**config.mk**
```make
export PLATFORM = sky130hd
export DESIGN_NAME = sar_adc_sequencer
export DESIGN_NICKNAME = d
export VERILOG_FILES = /design/src/core/sar_adc_pkg.sv /design/src/core/result_bank.sv /design/src/core/sar_adc_sequencer.sv /design/src/core/sar_step.sv
export VERILOG_INCLUDE_DIRS = /design/src /design/src/core
export SDC_FILE = /design/constraint.sdc
export NUM_CORES = 1
export LEC_CHECK = 0
export BUFFER_PORTS_ARGS = -buffer_cell sky130_fd_sc_hd__buf_2
export CORE_MARGIN = 5
export CORE_UTILIZATION = 50
export DETAILED_ROUTE_END_ITERATION = 7
export PLACE_DENSITY = 0.73
export SLEW_MARGIN = 5
export SYNTH_ARGS = -nofsm -noshare
export SYNTH_HDL_FRONTEND = slang
export SYNTH_HIERARCHICAL = 1
export SYNTH_SLANG_ARGS = --single-unit
export TNS_END_PERCENT = 100
```
**constraint.sdc**
```tcl
create_clock -name clk_i -period 4.25 [get_ports clk_i]
set_input_delay 0.85 -clock clk_i [delete_from_list [all_inputs] [get_ports clk_i]]
set_output_delay 0.85 -clock clk_i [all_outputs]
set_load 0.01 [all_outputs]
```
**src/core/sar_adc_defs.svh**
```systemverilog
/*
 * Register indices, field positions, reset values and phase lengths of the converter sequencer.
 * Assumes one state equals one clk_i period and that includers need no other definitions.
 */
`ifndef SAR_ADC_DEFS_SVH
`define SAR_ADC_DEFS_SVH
// Register indices; the APB byte address is four times the index.
`define IDX_RES_A_HI 8'h20
`define IDX_RES_A_LO 8'h21
`define IDX_RES_B_HI 8'h22
`define IDX_RES_B_LO 8'h23
`define IDX_RES_C_HI 8'h24
`define IDX_RES_C_LO 8'h25
`define IDX_RES_D_HI 8'h26
`define IDX_RES_D_LO 8'h27
`define IDX_CSR      8'h28
`define IDX_TCR      8'h29
// Field positions of the control/status and trigger control registers.
`define CSR_FLAG     7
`define CSR_IRQEN    6
`define CSR_START    5
`define CSR_SWEEP    4
`define CSR_SPEED    3
`define CSR_CH_MSB   2
`define TCR_TIMER_TRIGGER_ENABLE     7
// Reset values, fixed read values and the reserved channel code.
`define CSR_RST      8'h00
`define TCR_RSVD     7'h7F
`define CH_RESERVED  3'h7
// Phase, conversion and sweep period lengths in states, slow and fast speed settings; result width in bits.
`define DLY_SLOW     10
`define DLY_FAST     6
`define SPL_SLOW     64
`define SPL_FAST     32
`define CONV_SLOW    259
`define CONV_FAST    131
`define PER_SLOW     256
`define PER_FAST     128
`define SAR_BITS     10
`endif

```
**src/core/sar_adc_pkg.sv**
```systemverilog
/*
 * Types shared by the converter sequencer and its two leaf modules.
 * Assumes the constants of sar_adc_defs.svh are included where widths are needed.
 */
package sar_adc_pkg;
    // Phases of one conversion, one-hot.
    typedef enum logic [3:0] {
        PH_IDLE   = 4'b0001,
        PH_DELAY  = 4'b0010,
        PH_SAMPLE = 4'b0100,
        PH_CMP    = 4'b1000
    } phase_e;
    // Signals toward the analog front end.
    typedef struct packed {
        logic [2:0] channel;
        logic       sample;
        logic [9:0] dac_code;
    } analog_out_s;
    // Sequencer state.
    typedef struct packed {
        phase_e      phase;
        logic [8:0]  cnt;
        logic        end_flag;
        logic        armed;
        logic        irq_en;
        logic        start;
        logic        sweep;
        logic        speed;
        logic [2:0]  ch;
        logic        trig_en;
        logic [2:0]  cur;
        logic [31:0] prdata;
    } ctrl_state_s;
    typedef struct packed { logic [9:0] code; logic [9:0] mask; } sar_state_s;
    typedef struct packed { logic [3:0][9:0] res; logic [7:0] hold; } bank_state_s;
endpackage : sar_adc_pkg

```
**src/core/result_bank.sv**
```systemverilog
/*
 * Four 10-bit result registers and the lower-byte holding register.
 * Assumes the sequencer pulses rd_upper_i once per upper-byte read.
 */
`timescale 1ns/100ps
module result_bank (
    input  wire logic       clk_i,
    input  wire logic       rst_n_i,
    input  wire logic       wr_i,
    input  wire logic [1:0] wr_sel_i,
    input  wire logic [9:0] wr_data_i,
    input  wire logic       rd_upper_i,
    input  wire logic [1:0] rd_sel_i,
    output logic [7:0]      upper_o,
    output logic [7:0]      hold_o
);
    sar_adc_pkg::bank_state_s s, s_next;

    // An upper read copies the old lower bits, so both bytes come from one result.
    always_comb begin
        s_next = s;
        if (wr_i) s_next.res[wr_sel_i] = wr_data_i;
        if (rd_upper_i) s_next.hold = {s.res[rd_sel_i][1:0], 6'h00};
    end

    always_ff @(posedge clk_i) begin
        if (!rst_n_i) s <= '0;
        else          s <= s_next;
    end

    assign upper_o = s.res[rd_sel_i][9:2];
    assign hold_o  = s.hold;
endmodule : result_bank

```
**src/core/sar_adc_sequencer.sv**
```systemverilog
/*
 * Sequencer of a 10-bit successive-approximation converter with seven inputs in two groups,
 * its APB register file, result registers and conversion-end interrupt request.
 * Assumes an APB master on clk_i, a one-cycle trigger pulse from the pulse timer unit and
 * an analog front end that samples while sample is high and answers on comparator_i.
 */
//
// Behaviour
// - Timer trigger starts conversion only while trigger enable is 1.
// - Trigger control bits 6 to 0 read 1; software writes 1.
// - Upper result byte read directly, lower byte through a holding register.
// - Upper read returns upper byte and copies lower byte into holding register.
// - Ten-bit successive approximation with single and sweep modes only.
// - Single mode: start flag stays 1 during conversion, clears itself at end.
// - Single completion stores result, sets end flag, clears start, goes idle.
// - End flag and interrupt enable both 1 raise the interrupt request.
// - End flag clears only by writing 0 after reading 1; writing 1 does nothing.
// - Sweep starts at input 0 for group 0, input 4 for group 1.
// - Next sweep channel starts as soon as the previous one finishes.
// - Sweep repeats over selected channels until software clears start.
// - End flag set after each sweep round; sweep restarts at first channel.
// - Restarted sweep begins at the group's first channel.
// - Sampling begins 10 states (slow) or 6 states (fast) after start.
// - Sampling lasts 64 states slow, 32 states fast.
// - First conversion takes 259 states slow, 131 states fast.
// - Later sweep conversions take exactly 256 states slow, 128 fast.
// - A detected trigger sets start and behaves as a software start.
// - Upper byte holds bits 9 to 2; lower bits 7 to 6 hold bits 1 to 0.
// - Inputs 0,4 to A; 1,5 to B; 2,6 to C; 3 to D.
// - Three-bit channel field selects input or sweep range; code 111 reserved.
// - Speed select 0 gives 266 states maximum, 1 gives 134 states.
`timescale 1ns/100ps
`include "sar_adc_defs.svh"
module sar_adc_sequencer (
    input  wire logic                 clk_i,
    input  wire logic                 rst_n_i,
    input  wire logic [11:0]          paddr_i,
    input  wire logic                 psel_i,
    input  wire logic                 penable_i,
    input  wire logic                 pwrite_i,
    input  wire logic [31:0]          pwdata_i,
    output logic [31:0]               prdata_o,
    output logic                      pready_o,
    output logic                      pslverr_o,
    input  wire logic                 trigger_i,
    input  wire logic                 comparator_i,
    output sar_adc_pkg::analog_out_s  analog_o,
    output logic                      conv_end_interrupt_o
);
    ////////////////////////////////////////////////////////////////////////////////////////////
    sar_adc_pkg::ctrl_state_s s, s_next;
    logic        setup, access;
    logic        hit_csr, hit_tcr, hit_res, mapped;
    logic [7:0]  res_idx;
    logic        csr_wr, tcr_wr, done;
    logic        sar_load, sar_step_en, sar_done;
    logic [9:0]  sar_code;
    logic [7:0]  res_upper, res_hold;
    logic [7:0]  csr_val;
    logic [2:0]  ch_new;

    // True when the address is an aligned word at the given register index.
    function automatic logic reg_hit(input logic [11:0] a, input logic [7:0] idx);
        return (a[1:0] == 2'b00) && (a[11:10] == 2'b00) && (a[9:2] == idx);
    endfunction : reg_hit

    // Counter load for a phase: 0 first delay, 1 sampling, 2 comparing, 3 sweep gap.
    // The first delay loses one state to the idle cycle that sees start.
    function automatic logic [8:0] phase_load(input logic [1:0] which, input logic fast);
        int dly, spl, cmp, per, n;
        dly = fast ? `DLY_FAST  : `DLY_SLOW;
        spl = fast ? `SPL_FAST  : `SPL_SLOW;
        per = fast ? `PER_FAST  : `PER_SLOW;
        cmp = (fast ? `CONV_FAST : `CONV_SLOW) - dly - spl;
        case (which)
            2'd0:    n = dly - 2;
            2'd1:    n = spl - 1;
            2'd2:    n = cmp - 1;
            default: n = per - spl - cmp - 1;
        endcase
        return 9'(n);
    endfunction : phase_load

    // First input of the sweep group picked by the channel field.
    function automatic logic [2:0] group_first(input logic [2:0] ch);
        return {ch[2], 2'b00};
    endfunction : group_first

    ////////////////////////////////////////////////////////////////////////////////////////////
    // APB decode. Every register answers at once, so pready is never low.
    assign setup     = psel_i && !penable_i;
    assign access    = psel_i && penable_i;
    assign res_idx   = paddr_i[9:2];
    assign hit_csr   = reg_hit(paddr_i, `IDX_CSR);
    assign hit_tcr   = reg_hit(paddr_i, `IDX_TCR);
    assign hit_res   = reg_hit(paddr_i, `IDX_RES_A_HI) || reg_hit(paddr_i, `IDX_RES_A_LO)
                    || reg_hit(paddr_i, `IDX_RES_B_HI) || reg_hit(paddr_i, `IDX_RES_B_LO)
                    || reg_hit(paddr_i, `IDX_RES_C_HI) || reg_hit(paddr_i, `IDX_RES_C_LO)
                    || reg_hit(paddr_i, `IDX_RES_D_HI) || reg_hit(paddr_i, `IDX_RES_D_LO);
    assign mapped    = hit_csr || hit_tcr || hit_res;
    assign csr_wr    = access && pwrite_i && hit_csr;
    assign tcr_wr    = access && pwrite_i && hit_tcr;
    assign pready_o  = 1'b1;
    assign pslverr_o = access && !mapped;
    assign prdata_o  = s.prdata;
    assign ch_new    = pwdata_i[`CSR_CH_MSB:0];

    // Control/status image as software reads it.
    assign csr_val = {s.end_flag, s.irq_en, s.start, s.sweep, s.speed, s.ch};

    // Completion of a comparison phase; the result is stored on this edge.
    assign done = (s.phase == sar_adc_pkg::PH_CMP) && (s.cnt == 9'd0) && s.start;

    ////////////////////////////////////////////////////////////////////////////////////////////
    // Next state. Read side effects happen at the setup edge, where read data is also
    // captured, so a result landing between setup and access cannot split the two bytes.
    always_comb begin
        s_next = s;
        if (setup && !pwrite_i) begin
            s_next.prdata = 32'h0000_0000;
            if (hit_csr) begin
                s_next.prdata[7:0] = csr_val;
                s_next.armed       = s.end_flag;
            end else if (hit_tcr) begin
                s_next.prdata[7:0] = {s.trig_en, `TCR_RSVD};
            end else if (hit_res) begin
                s_next.prdata[7:0] = res_idx[0] ? res_hold : res_upper;
            end
        end
        // Register writes take effect at the access edge.
        if (csr_wr) begin
            s_next.irq_en = pwdata_i[`CSR_IRQEN];
            s_next.sweep  = pwdata_i[`CSR_SWEEP];
            s_next.speed  = pwdata_i[`CSR_SPEED];
            s_next.ch     = ch_new;
            s_next.start  = pwdata_i[`CSR_START] && (ch_new != `CH_RESERVED);
            if (s.armed && !pwdata_i[`CSR_FLAG]) s_next.end_flag = 1'b0;
            s_next.armed  = 1'b0;
        end
        if (tcr_wr) s_next.trig_en = pwdata_i[`TCR_TIMER_TRIGGER_ENABLE];
        // A trigger sets start only if enabled and idle of request.
        if (trigger_i && s.trig_en && !s.start && s.ch != `CH_RESERVED) begin
            s_next.start = 1'b1;
        end
        case (s.phase)
            sar_adc_pkg::PH_IDLE: begin
                if (s.start) begin
                    s_next.phase = sar_adc_pkg::PH_DELAY;
                    s_next.cnt   = phase_load(2'd0, s.speed);
                    s_next.cur   = s.sweep ? group_first(s.ch) : s.ch;
                end
            end
            sar_adc_pkg::PH_DELAY: begin
                if (s.cnt == 9'd0) begin
                    s_next.phase = sar_adc_pkg::PH_SAMPLE;
                    s_next.cnt   = phase_load(2'd1, s.speed);
                end else begin
                    s_next.cnt = s.cnt - 9'd1;
                end
            end
            sar_adc_pkg::PH_SAMPLE: begin
                if (s.cnt == 9'd0) begin
                    s_next.phase = sar_adc_pkg::PH_CMP;
                    s_next.cnt   = phase_load(2'd2, s.speed);
                end else begin
                    s_next.cnt = s.cnt - 9'd1;
                end
            end
            sar_adc_pkg::PH_CMP: begin
                if (s.cnt != 9'd0) begin
                    s_next.cnt = s.cnt - 9'd1;
                end else if (!s.start) begin
                    // A stop in the last cycle must neither store nor raise the flag.
                    s_next.phase = sar_adc_pkg::PH_IDLE;
                end else if (!s.sweep) begin
                    s_next.end_flag = 1'b1;
                    s_next.start    = 1'b0;
                    s_next.phase    = sar_adc_pkg::PH_IDLE;
                end else begin
                    // Sweep: next channel follows after a short gap so periods stay fixed.
                    s_next.phase = sar_adc_pkg::PH_DELAY;
                    s_next.cnt   = phase_load(2'd3, s.speed);
                    if (s.cur[1:0] == s.ch[1:0]) begin
                        s_next.end_flag = 1'b1;
                        s_next.cur      = group_first(s.ch);
                    end else begin
                        s_next.cur = s.cur + 3'd1;
                    end
                end
            end
            default: s_next.phase = sar_adc_pkg::PH_IDLE;
        endcase
        // Clearing start stops any conversion at once.
        if (!s.start) s_next.phase = sar_adc_pkg::PH_IDLE;
    end

    always_ff @(posedge clk_i) begin
        if (!rst_n_i) begin
            s          <= '0;
            s.phase    <= sar_adc_pkg::PH_IDLE;
        end else begin
            s <= s_next;
        end
    end

    ////////////////////////////////////////////////////////////////////////////////////////////
    // Bit decisions run in the first ten states of the comparison phase.
    assign sar_load    = (s.phase == sar_adc_pkg::PH_SAMPLE);
    assign sar_step_en = (s.phase == sar_adc_pkg::PH_CMP) && !sar_done;

    sar_step u_sar (
        .clk_i        (clk_i),
        .rst_n_i      (rst_n_i),
        .load_i       (sar_load),
        .step_i       (sar_step_en),
        .comparator_i (comparator_i),
        .code_o       (sar_code),
        .done_o       (sar_done)
    );

    // Inputs share a result register by their low two channel bits.
    result_bank u_bank (
        .clk_i      (clk_i),
        .rst_n_i    (rst_n_i),
        .wr_i       (done),
        .wr_sel_i   (s.cur[1:0]),
        .wr_data_i  (sar_code),
        .rd_upper_i (setup && !pwrite_i && hit_res && !res_idx[0]),
        .rd_sel_i   (res_idx[2:1]),
        .upper_o    (res_upper),
        .hold_o     (res_hold)
    );

    // One driver for the whole front-end bundle: channel, sampling window, trial code.
    assign analog_o = {s.cur, s.phase == sar_adc_pkg::PH_SAMPLE, sar_code};
    assign conv_end_interrupt_o = s.end_flag && s.irq_en;

    ////////////////////////////////////////////////////////////////////////////////////////////
    // Checks. A sampling length counter helps the window check.
    logic [8:0] spl_cnt;
    always_ff @(posedge clk_i) begin
        if (!rst_n_i)            spl_cnt <= 9'd0;
        else if (analog_o.sample) spl_cnt <= spl_cnt + 9'd1;
        else                     spl_cnt <= 9'd0;
    end

    // Cycles since the last store of the current run. The first store of a run is timed
    // from the idle exit and later ones from the previous store, so both figures are exact.
    logic [8:0] per_cnt;
    logic       per_run;
    always_ff @(posedge clk_i) begin
        if (!rst_n_i || s.phase == sar_adc_pkg::PH_IDLE) begin
            per_cnt <= 9'd0;
            per_run <= 1'b0;
        end else if (done) begin
            per_cnt <= 9'd0;
            per_run <= 1'b1;
        end else begin
            per_cnt <= per_cnt + 9'd1;
        end
    end
endmodule : sar_adc_sequencer

```
**src/core/sar_step.sv**
```systemverilog
/*
 * Successive-approximation register: one result bit decided per step.
 * Assumes comparator_i is high when the held input is at or above dac code.
 */
`timescale 1ns/100ps
module sar_step (
    input  wire logic       clk_i,
    input  wire logic       rst_n_i,
    input  wire logic       load_i,
    input  wire logic       step_i,
    input  wire logic       comparator_i,
    output logic [9:0]      code_o,
    output logic            done_o
);
    sar_adc_pkg::sar_state_s s, s_next;

    // Trial bit kept or dropped, next lower bit tried; done when the mask runs out.
    always_comb begin
        s_next = s;
        if (load_i) begin
            s_next.code = 10'h200;
            s_next.mask = 10'h200;
        end else if (step_i && s.mask != 10'h000) begin
            s_next.code = (comparator_i ? s.code : (s.code & ~s.mask)) | (s.mask >> 1);
            s_next.mask = s.mask >> 1;
        end
    end

    always_ff @(posedge clk_i) begin
        if (!rst_n_i) s <= '0;
        else          s <= s_next;
    end

    assign code_o = s.code;
    assign done_o = (s.mask == 10'h000);
endmodule : sar_step

```
==> flow_summary.toml <==
[outcome]
outcome = "completed"

[synth]
yosys.cell_count.top_type = "dfxtp_1"
ys_ff_latch = 96
synthFlopType = "dfxtp_1"
yosysSeqAreaShare = 0.3602
netlist.area_leader.share = 0.3602
ys_async_sr_fraction = 0
synth_edf_count = 0
ys_types = 73
netlist_area_sq_um = 5335
postSynthAreaPerCell_sq_um = 9.089
synth_cells = 587
synth_warnings = 6
synth_area_leaders = "dfxtp_1, buf_4, mux2i_1, nand2_1, nor2b_1"
synth_top_area_cell = "dfxtp_1"
synthTopCellsByCount = "dfxtp_1, nand2_1, buf_4"

[detailed_routing]
avgViaCountPerCell = 5.501
wl_um = 11710
drc = 0
vias = 4043
detail-route-antenna-nets = 0
firstDrtPassIters = 7
routedWlPerCell_um = 15.93
first_iter_violations = 240

[timing]
fin_crit_sh = 0.6542
timing.hold.ws_ns = 0.4732
finalClockSkew_ns = 0.01488
min_period_ns = 2.781
rsz0062_at_grt = "no"
setup_violations = 0
worst_pin_slew_ns = 0.8932
fmax_ghz = 0.3596
maxSlewHeadroom = 0.4023
drv_slew = 0
hold_viol = 0
fin_setup_tns_ns = 0

[final_layout]
drive_gt1_frac = 0.1703
area_growth_pct = 3.447
finish.utilization = 0.5322
n_antenna_cell = 0
stdcell_area_sq_um = 5519
final_nets = 648

[worst_setup_path]
cp_data_required_time_ns = 3.40
crit_start = "paddr_i[1]"
cpPeakStageDelay_ns = 0.38
setup.worst_path.class = "input port to output pin"
cp_max_fo = 11
critPathCaptureType = "output pin"
cp_common_cell = "buf_2"
slowest_stage = "and2_1"
worstSetupStartpointType = "input port"
reg2reg_from = "s[57]"
crit_arrival_ns = 1.93
cp_cell_sequence = "buf_2 > nor4_1 > and2_1 > a21oi_1 > buf_2"

[clock_network]
cts_hold_buf = 0
clockRootBuffer = "clkbuf_8"
post_cts.repair.setup_buffers = 0
clock_latency_ns = 0.38
cts_sinks = 96
cts_tree = "built"
cts_made_buffers = 9
postCtsResizedCells = 0
clk_pin_slew_ns = 0.11
cts_buffer_depth = 2
h-tree-depth = 3

[worst_hold_path]
min_path_type = "flip-flop to flip-flop"
min_from = "u_bank/s[43]"

[global_route]
use_met1 = 0.2372
gr-total-overflow = 0
grt_pass1_wl_um = 19260
grt.total_usage = 0.1826
grt.met2_usage = 0.3085
grt_pass1_vias = 3975
grt_use_met3 = 0.03209
top_usage_layer = "met2"
antenna_found_initial = 0
grt_max_degree = 47

[floorplan]
dieArea_sq_um = 12840
core_sq_um = 10370
die_w_um = 113.3
initial_core_util = 0.5145
row_count = 37
die_height_um = 113.3
ioPinCount = 100

[power]
p_leak_nw = 2.182
vdd_drop_max_v = 0.0001512
power_density_nw_per_um2 = 291.9

[place]
post_dp_cell_area_sq_um = 5301
post-dp-hpwl_um = 8393
place_congestion = 0.8003
io_buffers = 50

[run]
max_cap_viol_count = 0
cells in the final DEF, fill, tap and decap left out, types with 3 or more instances in the layout:
master / n
a211oi_1: 3
a21boi_0: 12
a21oi_1: 38
and2_1: 3
buf_2: 50
buf_4: 3
clkbuf_8: 9
clkinv_8: 4
conb_1: 31
dfxtp_1: 96
ha_1: 3
inv_1: 17
mux2i_1: 44
mux4_1: 8
nand2_1: 63
nand2b_1: 5
nand3_1: 9
nand3b_1: 4
nor2_1: 30
nor2b_1: 35
nor3_1: 5
nor4b_4: 3
o21a_1: 12
o21ai_0: 32
o21ai_1: 6
o21ai_2: 4
o22ai_1: 3
or3_1: 4
xor2_1: 4
layer usage:
| metal | vias up | part of all wire |
|---|---|---|
| met1 | 1929 | 0.45 |
| met3 | 15 | 0.048 |
| li1 | 1990 | - |
| met4 | 0 | 0.013 |
| met2 | 109 | 0.49 |
| met5 | - | 0 |
worst max-delay path, delay by kind of cell:
family	cells	cell delay [ns]
AND/OR/NAND/NOR	2	0.73
buffers and inverters	2	0.25
AO/OA/AOI/OAI	1	0.11
where the power goes:
part	internal, mW	switching, mW
clock	0.241	0.386
combinational	0.0296	0.0501
sequential	0.902	0.00179
total	1.17	0.438
path summary, 6_finish.rpt:
check / endpoint / slack [ns] / cells after the start
worst max-delay path: pslverr_o / 1.47 / 5
worst min-delay path: u_bank/s[43] / 0.47 / 2
worst max register to register: u_bank/s[29] / 1.53 / 5
worst min register to register: u_bank/s[43] / 0.47 / 2
flip-flops by register name (all words and copies together) (netlist names):
signal	cells
analog_o	3
csr_val	8
prdata_o	8
s	15
u_bank/hold_o	2
u_bank/s	40
u_sar/code_o	10
u_sar/s	10
final cells by class:
| class | count | area (sq um) |
|---|---|---|
| Tap cell | 136 | 170.2 |
| Clock inverter | 7 | 93.84 |
| Sequential cell | 96 | 1922 |
| Clock buffer | 9 | 123.9 |
| Multi-Input combinational cell | 416 | 2869 |
| Fill cell | 958 | 4851 |
| Inverter | 18 | 67.56 |
| Timing Repair Buffer | 53 | 272.8 |
logic make-up after synthesis:
logic type	Yosys count	share of synthesized area
adder cells (fa/ha/maj)	3	0.007036
other	3	0.002111
AO/OA/AOI/OAI	134	0.1642
AND/OR/NAND/NOR	188	0.2031
flip-flops	96	0.3602
multiplexers	55	0.1325
buffers and inverters	103	0.1227
XOR/XNOR	5	0.008208
per-stage QoR:
stage,std cells,worst slack [ns],power (mW)
final,735,1.469,1.611
after global routing,735,1.373,1.672
after CTS,735,1.471,1.623
after detailed placement,719,1.473,1.003
after global placement,719,1.517,1.001
after floorplan,615,1.705,1.001
(Power assumes the default switching activity.)
